`config.mk`:
```
export PLATFORM = sky130hd
export DESIGN_NAME = data_port_timing_ctrl_regs
export DESIGN_NICKNAME = d
export VERILOG_FILES = /design/src/core/dp_timing_pkg.sv /design/src/core/data_port_timing_ctrl_regs.sv
export SDC_FILE = /design/constraint.sdc
export NUM_CORES = 1
export LEC_CHECK = 0
export CAP_MARGIN = 0
export CELL_PAD_IN_SITES_DETAIL_PLACEMENT = 2
export CELL_PAD_IN_SITES_GLOBAL_PLACEMENT = 2
export CORE_AREA = 2 2 104 106
export CTS_CLUSTER_DIAMETER = 80
export DETAILED_ROUTE_END_ITERATION = 10
export DIE_AREA = 0 0 106 108
export DONT_BUFFER_PORTS = 1
export GPL_TIMING_DRIVEN = 1
export PLACE_DENSITY = 0.82
export REMOVE_ABC_BUFFERS = 1
export SYNTH_ARGS = -nofsm -noshare
export SYNTH_HDL_FRONTEND = slang
export SYNTH_SLANG_ARGS = --single-unit
```
`constraint.sdc`:
```
create_clock -name sys_clk -period 4.4 [get_ports sys_clk]
set_input_delay 0.88 -clock sys_clk [delete_from_list [all_inputs] [get_ports sys_clk]]
set_output_delay 0.88 -clock sys_clk [all_outputs]
set_load 0.005 [all_outputs]
```
`src/core/dp_timing_pkg.sv`:
```
// constants for the data-port timing control register bank
// assumes byte-wide registers behind a 3-wire serial configuration port
package dp_timing_pkg;
    // register offsets
    localparam logic [6:0] ADDR_IRQ_ROUTE_SELECT_HI   = 7'h08;
    localparam logic [6:0] ADDR_FRAME_PIN_CONFIG      = 7'h09;
    localparam logic [6:0] ADDR_DATA_RECEIVER_CTRL_A  = 7'h0a;
    localparam logic [6:0] ADDR_DATA_RECEIVER_CTRL_B  = 7'h0b;
    localparam logic [6:0] ADDR_DATA_RECEIVER_CTRL_C  = 7'h0c;
    localparam logic [6:0] ADDR_DATA_RECEIVER_CTRL_D  = 7'h0d;
    localparam logic [6:0] ADDR_DATA_RECEIVER_STATUS  = 7'h0e;
    localparam logic [6:0] ADDR_CONV_CLOCK_INPUT_CTRL = 7'h10;
    // reset values
    localparam logic [7:0] RST_IRQ_ROUTE_SELECT_HI    = 8'h00;
    localparam logic [7:0] RST_FRAME_PIN_CONFIG       = 8'h00;
    localparam logic [7:0] RST_DATA_RECEIVER_CTRL_A   = 8'h40;
    localparam logic [7:0] RST_DATA_RECEIVER_CTRL_B   = 8'h39;
    localparam logic [7:0] RST_DATA_RECEIVER_CTRL_C   = 8'h64;
    localparam logic [7:0] RST_DATA_RECEIVER_CTRL_D   = 8'h06;
    localparam logic [7:0] RST_CONV_CLOCK_INPUT_CTRL  = 8'hff;
    // implemented route selector bits (bit 3 has no source)
    localparam logic [7:0] ROUTE_MASK                 = 8'hf7;
    // field positions
    localparam int         POS_PARITY_IN_USE          = 5;
    localparam int         POS_FRAMING_IN_USE         = 4;
    localparam int         POS_LOOP_ENABLE            = 7;
    localparam int         POS_DATA_CLOCK_DUTY        = 6;
    localparam int         POS_CLEAR_WARN             = 7;
    localparam int         POS_SLOW_DATA_CLOCK        = 7;
    localparam int         POS_FIXED_DELAY_LINE       = 4;
    localparam int         POS_CONV_DUTY_FIX          = 7;
    localparam int         POS_CONV_CROSS_CTRL_ON     = 5;
    localparam int         POS_WARN_SOURCE            = 5;
    // serial frame: 8 instruction bits then 8 data bits
    localparam logic [4:0] SER_INSTR_LAST             = 5'd7;
    localparam logic [4:0] SER_DATA_LAST              = 5'd15;
    localparam logic [4:0] SER_FRAME_BITS             = 5'd16;
    localparam logic [2:0] PHASE_MAG_MAX              = 3'd6;
endpackage : dp_timing_pkg

```
`src/core/data_port_timing_ctrl_regs.sv`:
```
// control and status registers of the parallel data-input receiver
// assumes the serial port clock runs at most sys_clk/8; loop status comes from analog
// What this block does
// - each interrupt source routes to pin b when its selector is 1, else pin a
// - control a bit 6 turns data clock duty correction on, resets to 1
// - sign-magnitude phase offset, applied value limited to -6..+6
// - writing clear-warn 1 clears the three loop warning status bits
// - status bit 6 near either end, bit 5 at start, bit 4 at end
// - status bit 2 reads 1 while a data clock is detected
// - status bit 0 reads 1 while the closed loop is trying to lock
// - converter clock duty correction enable at bit 7, resets to 1
// - converter clock crosspoint control enable at bit 5, resets to 1
// - five-bit two's complement crosspoint level, resets to 0x1f
// - loop warning raises its interrupt source, gated by its enable
`timescale 1ns/10ps
module data_port_timing_ctrl_regs
    import dp_timing_pkg::*;
(
    // clock and reset
    input  wire logic        sys_clk,
    input  wire logic        resetn,
    // serial configuration port pins
    input  wire logic        serialCs_n,
    input  wire logic        serialClk,
    input  wire logic        serialDataIn,
    output logic             serialDataOut,
    output logic             serialDataOe,
    // loop and detector status from the analog receiver
    input  wire logic        loopLocked,
    input  wire logic        loopAtStart,
    input  wire logic        loopAtEnd,
    input  wire logic        dataClockPresent,
    // interrupt flags and enables held by the neighbouring interrupt registers
    input  wire logic [7:0]  intFlags,
    input  wire logic [7:0]  intEnables,
    output logic             interruptPinA_n,
    output logic             interruptPinB_n,
    // controls to the receiver and clock input circuits
    output logic [1:0]       sharedPinFunction,
    output logic             parityInUse,
    output logic             framingInUse,
    output logic             loopEnable,
    output logic             dataClockDutyFix,
    output logic [3:0]       loopPhaseOffset,
    output logic             slowDataClockMode,
    output logic             fixedDelayLineMode,
    output logic             loopTracking,
    output logic             convClockDutyFix,
    output logic             convClockCrossCtrlOn,
    output logic [4:0]       convClockCrossLevel
);

    typedef struct packed {
        logic [1:0] csSync;
        logic [2:0] sclkSync;
        logic [1:0] sdiSync;
        logic [1:0] lockSync;
        logic [1:0] startSync;
        logic [1:0] endSync;
        logic [1:0] presentSync;
        logic [4:0] bitCount;
        logic [7:0] shift;
        logic       isRead;
        logic [6:0] addr;
        logic       sdoOut;
        logic       sdoEn;
        logic [7:0] routeSel;
        logic [7:0] frameCfg;
        logic [7:0] ctrlA;
        logic [7:0] ctrlB;
        logic [7:0] ctrlC;
        logic [7:0] ctrlD;
        logic [7:0] convClk;
        logic [3:0] phaseApplied;
        logic       startWarn;
        logic       endWarn;
        logic       pinA_n;
        logic       pinB_n;
    } state_t;

    state_t s_q;
    state_t s_d;

    // out-of-range magnitudes would walk the loop off its valid phases
    function automatic logic [3:0] clampPhase(input logic [7:0] wr);
        logic [2:0] mag;
        mag = wr[2:0];
        if (mag > PHASE_MAG_MAX)
        begin
            mag = PHASE_MAG_MAX;
        end
        return {wr[3], mag};
    endfunction : clampPhase

    // status byte assembled from live state
    function automatic logic [7:0] statusByte(input state_t s);
        logic running;
        running = s.ctrlA[POS_LOOP_ENABLE] & ~s.ctrlD[POS_FIXED_DELAY_LINE];
        return {s.lockSync[1] & s.ctrlA[POS_LOOP_ENABLE],
                s.startWarn | s.endWarn,
                s.startWarn,
                s.endWarn,
                1'b0,
                s.presentSync[1],
                1'b0,
                running};
    endfunction : statusByte

    // read multiplexer; unmapped offsets read zero
    function automatic logic [7:0] readReg(input state_t s, input logic [6:0] a);
        logic [7:0] v;
        v = 8'h00;
        case (a)
            ADDR_IRQ_ROUTE_SELECT_HI:   v = s.routeSel;
            ADDR_FRAME_PIN_CONFIG:      v = s.frameCfg;
            ADDR_DATA_RECEIVER_CTRL_A:  v = s.ctrlA;
            ADDR_DATA_RECEIVER_CTRL_B:  v = s.ctrlB;
            ADDR_DATA_RECEIVER_CTRL_C:  v = s.ctrlC;
            ADDR_DATA_RECEIVER_CTRL_D:  v = s.ctrlD;
            ADDR_DATA_RECEIVER_STATUS:  v = statusByte(s);
            ADDR_CONV_CLOCK_INPUT_CTRL: v = s.convClk;
            default:                    v = 8'h00;
        endcase
        return v;
    endfunction : readReg

    // next state: synchronisers, serial engine, register writes, warnings, pins
    always_comb
    begin
        logic       sclkRise;
        logic       sclkFall;
        logic       doWrite;
        logic       clearWarn;
        logic [7:0] shifted;
        logic [7:0] active;
        sclkRise  = 1'b0;
        sclkFall  = 1'b0;
        doWrite   = 1'b0;
        clearWarn = 1'b0;
        shifted   = 8'h00;
        active    = 8'h00;
        s_d       = s_q;

        // two flops on every pin before anything reads it
        s_d.csSync      = {s_q.csSync[0], serialCs_n};
        s_d.sclkSync    = {s_q.sclkSync[1:0], serialClk};
        s_d.sdiSync     = {s_q.sdiSync[0], serialDataIn};
        s_d.lockSync    = {s_q.lockSync[0], loopLocked};
        s_d.startSync   = {s_q.startSync[0], loopAtStart};
        s_d.endSync     = {s_q.endSync[0], loopAtEnd};
        s_d.presentSync = {s_q.presentSync[0], dataClockPresent};

        sclkRise = s_q.sclkSync[1] & ~s_q.sclkSync[2];
        sclkFall = ~s_q.sclkSync[1] & s_q.sclkSync[2];
        shifted  = {s_q.shift[6:0], s_q.sdiSync[1]};

        if (s_q.csSync[1])
        begin
            // idle: frame aborted or finished, release the data pin
            s_d.bitCount = 5'd0;
            s_d.sdoEn    = 1'b0;
        end
        else if (sclkRise && s_q.bitCount < SER_FRAME_BITS)
        begin
            s_d.shift    = shifted;
            s_d.bitCount = s_q.bitCount + 5'd1;
            if (s_q.bitCount == SER_INSTR_LAST)
            begin
                s_d.isRead = shifted[7];
                s_d.addr   = shifted[6:0];
                if (shifted[7])
                begin
                    s_d.shift = readReg(s_q, shifted[6:0]);
                end
            end
            else if (s_q.bitCount == SER_DATA_LAST && !s_q.isRead)
            begin
                doWrite = 1'b1;
            end
        end
        else if (sclkFall && s_q.isRead && s_q.bitCount > SER_INSTR_LAST
                 && s_q.bitCount < SER_FRAME_BITS)
        begin
            s_d.sdoOut = s_q.shift[7];                        // msb first
            s_d.sdoEn  = 1'b1;
        end

        // register writes land on the same clock edge that shifts in the last data bit
        if (doWrite)
        begin
            case (s_q.addr)
                ADDR_IRQ_ROUTE_SELECT_HI:   s_d.routeSel = shifted & ROUTE_MASK;
                ADDR_FRAME_PIN_CONFIG:      s_d.frameCfg = shifted;
                ADDR_DATA_RECEIVER_CTRL_A:
                begin
                    s_d.ctrlA        = shifted;
                    s_d.phaseApplied = clampPhase(shifted);
                end
                ADDR_DATA_RECEIVER_CTRL_B:
                begin
                    s_d.ctrlB = shifted;
                    clearWarn = shifted[POS_CLEAR_WARN];
                end
                ADDR_DATA_RECEIVER_CTRL_C:  s_d.ctrlC    = shifted;
                ADDR_DATA_RECEIVER_CTRL_D:  s_d.ctrlD    = shifted;
                ADDR_CONV_CLOCK_INPUT_CTRL: s_d.convClk  = shifted;
                default:                    s_d.ctrlC    = s_q.ctrlC;
            endcase
        end

        // sticky warnings; a new warning in the clearing cycle survives
        s_d.startWarn = (s_q.startWarn & ~clearWarn) | s_q.startSync[1];
        s_d.endWarn   = (s_q.endWarn & ~clearWarn) | s_q.endSync[1];

        // loop warning joins the external flags, then enable and route
        active = intFlags;
        active[POS_WARN_SOURCE] = intFlags[POS_WARN_SOURCE] | s_q.startWarn
                                  | s_q.endWarn;
        active = active & intEnables & ROUTE_MASK;
        s_d.pinB_n = ~|(active & s_q.routeSel);
        s_d.pinA_n = ~|(active & ~s_q.routeSel);
    end

    // single state register; constants only under reset
    always_ff @(posedge sys_clk or negedge resetn)
    begin
        if (!resetn)
        begin
            s_q              <= '0;
            s_q.csSync       <= 2'h3;
            s_q.routeSel     <= RST_IRQ_ROUTE_SELECT_HI;
            s_q.frameCfg     <= RST_FRAME_PIN_CONFIG;
            s_q.ctrlA        <= RST_DATA_RECEIVER_CTRL_A;
            s_q.ctrlB        <= RST_DATA_RECEIVER_CTRL_B;
            s_q.ctrlC        <= RST_DATA_RECEIVER_CTRL_C;
            s_q.ctrlD        <= RST_DATA_RECEIVER_CTRL_D;
            s_q.convClk      <= RST_CONV_CLOCK_INPUT_CTRL;
            s_q.pinA_n       <= 1'b1;
            s_q.pinB_n       <= 1'b1;
        end
        else
        begin
            s_q <= s_d;
        end
    end

    // outputs straight from state flops, except loopTracking, which gates two of them
    assign serialDataOut        = s_q.sdoOut;
    assign serialDataOe         = s_q.sdoEn;
    assign interruptPinA_n      = s_q.pinA_n;
    assign interruptPinB_n      = s_q.pinB_n;
    assign sharedPinFunction    = s_q.frameCfg[1:0];
    assign parityInUse          = s_q.frameCfg[POS_PARITY_IN_USE];
    assign framingInUse         = s_q.frameCfg[POS_FRAMING_IN_USE];
    assign loopEnable           = s_q.ctrlA[POS_LOOP_ENABLE];
    assign dataClockDutyFix     = s_q.ctrlA[POS_DATA_CLOCK_DUTY];
    assign loopPhaseOffset      = s_q.phaseApplied;
    assign slowDataClockMode    = s_q.ctrlD[POS_SLOW_DATA_CLOCK];
    assign fixedDelayLineMode   = s_q.ctrlD[POS_FIXED_DELAY_LINE];
    assign loopTracking         = s_q.ctrlA[POS_LOOP_ENABLE]
                                  & ~s_q.ctrlD[POS_FIXED_DELAY_LINE];
    assign convClockDutyFix     = s_q.convClk[POS_CONV_DUTY_FIX];
    assign convClockCrossCtrlOn = s_q.convClk[POS_CONV_CROSS_CTRL_ON];
    assign convClockCrossLevel  = s_q.convClk[4:0];

endmodule : data_port_timing_ctrl_regs

```
# Word-level counts from Yosys, hierarchy flattened
# Index checks and enable logic that the tools add are counted.
# totals
output_inout_bits	24
reg_bits	101
input_bits	25
# op_classes
order_cmp	3
bitwise	21
n_reduce_logical	23
n_mux	15
n_eq_ne	18
addsub	1
# ops
operator	n
7-bit by 4-bit == test with 1-bit output (second input constant)	13
8-bit one-hot mux with 8 select lines	1
8-bit AND	3
21-bit 2-to-1 mux	1
2-bit AND reduction	9
16-bit 2-to-1 mux	1
8-bit OR reduction	2
7-bit by 5-bit == test with 1-bit output (second input constant)	2
1-bit 2-to-1 mux	9
8-bit 2-to-1 mux	1
8-bit inverter	1
1-bit AND	6
1-bit inverter	6
3-bit AND reduction	2
5-bit by 1-bit adder with 5-bit output (second input constant)	1
5-bit by 3-bit == test with 1-bit output (second input constant)	1
5-bit by 4-bit == test with 1-bit output (second input constant)	1
5-bit by 3-bit greater-than comparator with 1-bit output (second input constant)	1
1-bit logical AND	5
5-bit < comparator (second input constant)	1
5-bit 2-to-1 mux	1
1-bit bitwise OR	5
2-bit nonzero test	2
3-bit greater-than comparator (second input constant)	1
3 further kinds	5

# Depth between registers and ports, before layout
# Gate-level depths: netlist of run 1.
# depth
ltp_word	10
mapped_depth	8
ltp_nobuf	7

# Worst setup path after synthesis of run 1
# No wires, ideal clock.
# synth_timing
path_type	register to register
startpoint	register s_q[86] (netlist bit)
endpoint	register s_q, in the netlist fixedDelayLineMode
slack_ns	2.115
path_buffers	2
arrival_time_ns	2.161
t_required_ns	4.275
path_stages_with_launch	8
cell_sequence	dfrtp_1 -> buf_6 -> or4b_4 -> buf_6 -> nor3b_4 -> nand4_1 -> nor2_2 -> mux2_2
# synth_via
elab_chain_len	7
elab_cells_between_ends	10
# synth_lines
element	line	text
start, declared	data_port_timing_ctrl_regs.sv:81	state_t s_q;
5-bit by 4-bit == test with 1-bit output	data_port_timing_ctrl_regs.sv:176	else if (s_q.bitCount == SER_DATA_LAST && !s_q.isRead)
1-bit logical AND	data_port_timing_ctrl_regs.sv:176	
1-bit 2-to-1 mux	data_port_timing_ctrl_regs.sv:176	
1-bit 2-to-1 mux	data_port_timing_ctrl_regs.sv:167	if (s_q.bitCount == SER_INSTR_LAST)
1-bit 2-to-1 mux (*)	data_port_timing_ctrl_regs.sv:163	else if (sclkRise && s_q.bitCount < SER_FRAME_BITS)
1-bit 2-to-1 mux (*)	data_port_timing_ctrl_regs.sv:157	if (s_q.csSync[1])
2-bit AND reduction (no source line) (*)	n/a	
# Every way passes the cells marked *; elsewhere a longest branch is shown, timed or not.
# A chain may end at the register's enable or synchronous reset.

# Worst setup path in the final report of run 1
# layout_timing
startpoint	register s_q[86] (netlist bit)
endpoint	register s_q[34] (netlist bit)
# The elaborated chain is that of the path after synthesis.

==> results of run 1 <==
==> cell families after synthesis <==
family,share of synthesized area (%)
buf+inv,4.33
fa+ha+maj,0.534
flops,54.0
xor+xnor,0.561
compound gates,9.11
simple gates,13.3
mux,18.1
==> cell usage in the layout, fill, tap and decap left out, types with 6 or more instances in the layout <==
cell	count
nor2_1	25
nand3_1	10
mux2i_1	8
nor3_1	8
a22oi_1	9
and3_1	6
o21ai_0	19
mux2_4	7
mux2_2	57
nand2_1	24
dfstp_2	22
clkbuf_8	10
a21oi_1	12
nor2b_1	6
dfrtp_1	78
==> where the power goes <==
group	switching, uW	internal, uW	total (uW)	leakage, uW
Clock	328	275	603	0.0000914
Combinational	71.9	45.9	118	0.000799
Sequential	79.0	945	1020	0.00125
Total	479	1270	1740	0.00214
==> sequential cells by signal, indices dropped and copies added (netlist names) <==
register / flops
dataClockDutyFix: 1
framingInUse: 1
convClockCrossCtrlOn: 1
convClockCrossLevel: 5
s_d: 8
interruptPinA_n: 1
interruptPinB_n: 1
sharedPinFunction: 2
serialDataOe: 1
parityInUse: 1
convClockDutyFix: 1
loopPhaseOffset: 3
serialDataOut: 1
slowDataClockMode: 1
loopEnable: 1
s_q: 70
fixedDelayLineMode: 1
==> stage by stage <==
step,total power (uW),utilization (%),hold slack (ps)
6_report,1740,47.9,175
5_1_grt,1810,47.9,155
4_1_cts,1760,47.9,163
3_5_place_dp,1160,46.1,338
3_3_place_gp,1150,46.1,334
2_1_floorplan,1080,-,331
==> worst paths after layout <==
kind / startpoint / endpoint / slack, ps / depth (start not counted)
max in group asynchronous: resetn / s_q[29]$_DFFE_PN1P_ / 3960 / 0
worst min register to register: s_d[90]$_DFF_PN0_ / s_q[90]$_DFF_PN0_ / 350 / 0
min in group sys_clk: s_d[90]$_DFF_PN0_ / s_q[90]$_DFF_PN0_ / 350 / 0
worst max-delay path: s_q[86]$_DFFE_PN0N_ / s_q[34]$_DFFE_PN0P_ / 1410 / 5
worst min-delay path: resetn / s_q[63]$_DFFE_PN0P_ / 170 / 0
worst max register to register: s_q[86]$_DFFE_PN0N_ / s_q[34]$_DFFE_PN0P_ / 1410 / 5
==> metal layers <==
metal	part of all wire [%]	vias up
met4	2.8	0
met5	0	-
met2	48	82
met1	43	1621
met3	6.3	23
li1	-	1370
==> final cells by class <==
class	instances	area, sq um	area share, %
Sequential cell	100	2530	51.6
Multi-Input combinational cell	256	1960	39.9
Tap cell	136	170	3.47
Clock buffer	11	141	2.88
Clock inverter	4	50.0	1.02
Timing Repair Buffer	5	37.5	0.766
Inverter	5	18.8	0.383
==> impl_results.md, run 1 <==
- Final-report max-slew violation count: 0
- Result of the run: finished, final reports clean
- Setup total negative slack: 0 ps
- Ports placed on the boundary: 49
- CP Data Required Time: 4660 ps
- Remaining max-slew budget at the tightest pin: 25.4%
- Fraction of met1 tracks used by global routing: 30.5%
- Crit path DAT: 3240 ps
- Largest net degree at the start of global routing: 101
- Drt wl/cell: 24.0 um
- Synth area leader: dfrtp_1
- Die ar.: 11400 sq um
- Cell-by-cell trace of the critical path: or4b_4 > nor3b_4 > nand3_2 > nand4bb_1 > mux2_4
- Clock latency reported for the late side of the worst-skew pair: 390 ps
- Proportion of register bits with asynchronous set or reset after synthesis: 100%
- Top cells by area in the synthesized netlist: dfrtp_1, mux2_2, dfstp_2
- Nets: 404
- CP bufs+invs: 0
- Antenna violations before repair: 0
- Fin. Hold Viols: 0
- Critical Path Slowest Stage Cell: nand4bb_1
- Synthesized area per cell: 11.9 sq um
- Vias after detailed routing: 3096
- Peak supply drop: 0.179 mV
- Sinks on Clock Net: 100
- Final period demand of the worst path: 2990 ps
- Met3 track demand over resource in global routing: 5.06%
- Cell types with the highest counts after synthesis: dfrtp_1, mux2_2, nor2_1
- Number of standard cells in the final layout excluding fillers: 517
- Buffer levels on the longest clock path: 2
- DP Wirelength: 8.33 mm
- Wire length of the first global-routing pass: 19.9 mm
- Standard cell area after detailed placement: 4710 sq um
- Post-route design area: 4900 sq um
- First-pass iteration count of the detailed router: 4
- Final number of setup-violating endpoints: 0
- Max FO, Critical Path: 10
- Global route hottest layer: met2
- Top achievable clock speed: 335 MHz
- Max cap viols: 0
- RSZ-0062 raised after global routing: false
- Hold WC Path Type: input port to async pin
- Remaining antenna violation count: 0
- Area growth from synthesis to layout: 4.70%
- Post-route clock skew: 18.1 ps
- Worst path max stage delay: 750 ps
- Aggregate global-route resource usage: 23.2%
- Cts repair resizes: 0
- PwrDens: 356 nW/um^2
- Flip-flop and latch count after synthesis: 100
- Primary flip-flop cell chosen by synthesis mapping: dfrtp_1
- Via/cell ratio: 5.99
- Worst slack after detailed placement: 1430 ps
- Total clock buffers created by CTS: 9
- Vertical die dimension: 108 um
- Number of global-route vias before repair: 3443
- Depth of the CTS H-tree: 3
- Clock-pin slew reported for the worst setup and hold paths after clock tree synthesis: 110 ps
- Final wirelength: 12.4 mm
- Placed Instances: 502
- Lkg Pwr: 0.00214 uW
- Final weighted congestion in routability-driven placement: 0.777
- Final period utilization: 67.8%
- Placeable core region: 10200 sq um
- Initial core utilization: 45.8%
- Cell count after synthesis: 393
- Count of warnings emitted by yosys: 0
- Filler cell count in the final layout: 1002
- Cell Area, Synth: 4680 sq um
- Seq/Total Area, Yosys: 54.0%
- Drc violations: 0
- Clk Tree Root Cell: clkbuf_8
- CTS tree: built
- Final antenna diode count: 0
- Category of the worst setup path launch point: flip-flop
- Number of flops mapped to enable cells by yosys: 0
- Met2 Use GR: 37.1%
- Post-synth top area share: 41.7%
- Fraction of final layout cells sized beyond drive strength 1: 31.0%
- Type of the worst setup path: flip-flop to flip-flop
- Worst-margin pin slew: 1110 ps
- Postcts setup bufs: 0
- Iter 0 DRT Violations: 198
- Unique masters post-synth: 57
- FP Rows: 37
- Count of hold buffers inserted by post-cts repair: 0
- Count of buffers from port buffering: 0
- Crit path capture type: flip-flop
- Fin worst setup slack: 1410 ps
- Most instantiated library cell after synthesis: dfrtp_1
- Dominant delay contributor by cell family on the critical path: simple AND/OR/NAND/NOR gates
- Width of the chip: 106 um
- GRT Residual Overflow: 0
Power figures use the tool's default switching activity.
==> inputs of run 2 (changes only) <==
- CORE_AREA: 2 2 104 106 -> 2 2 113 115
- DIE_AREA: 0 0 106 108 -> 0 0 115 117
- PLACE_DENSITY: 0.82 -> 0.74
- clock period: 4.4 -> 2.6 ns (I/O delays scaled with it)
==> impl_results.md, run 2 (synthesis gave the netlist of run 1 again) <==
- Drt wl/cell: 24.0 um (about the same)
- Worst path max stage delay: 650 ps (-100 ps)
- Standard cell area after detailed placement: 4890 sq um (+3.9%)
- Vertical die dimension: 117 um (+8.3%)
- Postcts setup bufs: 0 (unchanged)
- Remaining antenna violation count: 0 (unchanged)
- Met2 Use GR: 36.7% (-0.34 points)
- Clock-pin slew reported for the worst setup and hold paths after clock tree synthesis: 70 ps (-40 ps)
- Setup total negative slack: 0 ps (unchanged)
- Aggregate global-route resource usage: 21.5% (-1.7 points)
- Iter 0 DRT Violations: 135 (-32%)
- Final weighted congestion in routability-driven placement: 0.847 (+9.0%)
- First-pass iteration count of the detailed router: 4 (unchanged)
- Die ar.: 13500 sq um (+18%)
- DP Wirelength: 9.17 mm (+10%)
- Final-report max-slew violation count: 0 (unchanged)
- Register with the highest flop count: s_q
- CP Data Required Time: 2840 ps (-1820 ps)
- Sinks on Clock Net: 100 (unchanged)
- FP Rows: 41 (+11%)
- Depth of the CTS H-tree: 3 (unchanged)
- Drc violations: 0 (unchanged)
- Dominant delay contributor by cell family on the critical path: simple AND/OR/NAND/NOR gates
- CTS tree: built
- Top achievable clock speed: 407 MHz (+22%)
- Worst-margin pin slew: 755 ps (-358 ps)
- Max FO, Critical Path: 10 (unchanged)
- Met3 track demand over resource in global routing: 4.84% (-0.22 points)
- Count of buffers from port buffering: 0 (unchanged)
- Crit path DAT: 2690 ps (-550 ps)
- Final period demand of the worst path: 2460 ps (-530 ps)
- GRT Residual Overflow: 0 (unchanged)
- Filler cell count in the final layout: 1254 (+25%)
- PwrDens: 641 nW/um^2 (+80%)
- Critical Path Slowest Stage Cell: or4b_4
- Category of the worst setup path launch point: flip-flop
- Max FFs per register: 70 (unchanged)
- CP bufs+invs: 1 (+1)
- Fin. Hold Viols: 0 (unchanged)
- Area taken by flip-flops and latches: 2530 sq um (unchanged)
- Result of the run: finished, final reports clean
- Vias after detailed routing: 3225 (+4.2%)
- RSZ-0062 raised after global routing: false
- Ports placed on the boundary: 49 (unchanged)
- Total clock buffers created by CTS: 9 (unchanged)
- Lkg Pwr: 0.00234 uW (+9.1%)
- Crit path capture type: flip-flop
- Cell-by-cell trace of the critical path: or4b_4 > nor3b_4 > nand4_1 > nor2b_1 > buf_4 > mux2_2
- Buffer levels on the longest clock path: 2 (unchanged)
- Number of global-route vias before repair: 3657 (+6.2%)
- Post-route design area: 5260 sq um (+7.2%)
- Width of the chip: 115 um (+8.5%)
- Final antenna diode count: 0 (unchanged)
- Final wirelength: 13.4 mm (+8.2%)
- Global route hottest layer: met2
- Multi-input logic area: 1960 sq um (unchanged)
- Max cap viols: 0 (unchanged)
- Placeable core region: 12300 sq um (+20%)
- Commonest non-fill, non-tap cell in the layout: dfrtp_1
- Clk Tree Root Cell: clkbuf_16
- Remaining max-slew budget at the tightest pin: 49.5% (+24 points)
- Peak supply drop: 0.425 mV (+140%)
- Most frequent cells in the layout: dfrtp_1, mux2_2, buf_4, nor2_1, nand2_1
- Initial core utilization: 38.0% (-7.7 points)
- Final core utilization: 42.7% (-5.2 points)
- Final period utilization: 94.4% (+27 points)
- Via/cell ratio: 5.77 (-3.7%)
- Post-route clock skew: 6.44 ps (-11.7 ps)
- Nets: 431 (+6.7%)
- Antenna violations before repair: 0 (unchanged)
- Wire length of the first global-routing pass: 21.2 mm (+6.7%)
- Total Power: 3370 uW (+93%)
- Type of the worst setup path: flip-flop to flip-flop
- Area growth from synthesis to layout: 12.3%
- Hold WC Path Type: input port to async pin
- Fraction of final layout cells sized beyond drive strength 1: 34.5% (+3.5 points)
- Final number of setup-violating endpoints: 0 (unchanged)
- Largest net degree at the start of global routing: 79 (-22%)
- Clock latency reported for the late side of the worst-skew pair: 350 ps (-40 ps)
- Fraction of met1 tracks used by global routing: 26.4% (-4.1 points)
==> run 2: changes by cell type in the layout (fill, tap and decap cells not counted), sizes merged <==
cell,delta
buf,+23
dlygate4sd3,+4
clkinvlp,-2
clkbuf,+1
clkinv,+2
==> run 2: layout make-up <==
class,instances,area share (%)
Clock buffer,12,4.69
Multi-Input combinational cell,256,37.2
Tap cell,150,3.57
Timing Repair Buffer,32,5.14
Inverter,5,0.357
Clock inverter,4,0.928
Sequential cell,100,48.1
==> run 2: path summary, 6_finish.rpt <==
kind	slack, ps	cells past startpoint	endpoint	startpoint
worst max-delay path	140	6	s_q[24]$_DFFE_PN0P_	s_q[99]$_DFF_PN0_
worst min-delay path	50	1	s_d[92]$_DFF_PN0_	resetn
worst max register to register	140	6	s_q[24]$_DFFE_PN0P_	s_q[99]$_DFF_PN0_
worst min register to register	350	0	s_d[99]$_DFF_PN0_	s_d[98]$_DFF_PN0_
max in group asynchronous	1490	1	convClockCrossLevel[1]$_DFFE_PN1P_	resetn
min in group sys_clk	160	0	s_d[101]$_DFF_PN1_	serialCs_n
==> run 2: metrics by stage <==
| step | hold slack, ps | cells | setup WS [ps] |
|---|---|---|---|
| finish | 53.6 | 559 | 145 |
| global route | 69.5 | 559 | 21.5 |
| CTS | 0.327 | 557 | 120 |
| detailed placement | 227 | 538 | 163 |
| global placement | 228 | 538 | 256 |
| floorplan | 224 | 361 | 61.0 |
==> run 2: repair_timing <==
action                                 CTS  global route
endpoints found under the hold margin   78             1
resized for setup                        0             0
hold buffers                             3             2
==> run 2: report_power, final <==
group	leakage [uW]	switching [uW]	internal [uW]
Sequential	0.00125	64.2	1600
Clock	0.000147	578	772
Combinational	0.000939	236	120
Total	0.00234	878	2490
==> run 2: per-layer routing <==
metal	wire, um	vias up
met3	630	21
met4	271	0
met1	5730	1701
li1	-	1436
met5	0	-
met2	6790	67
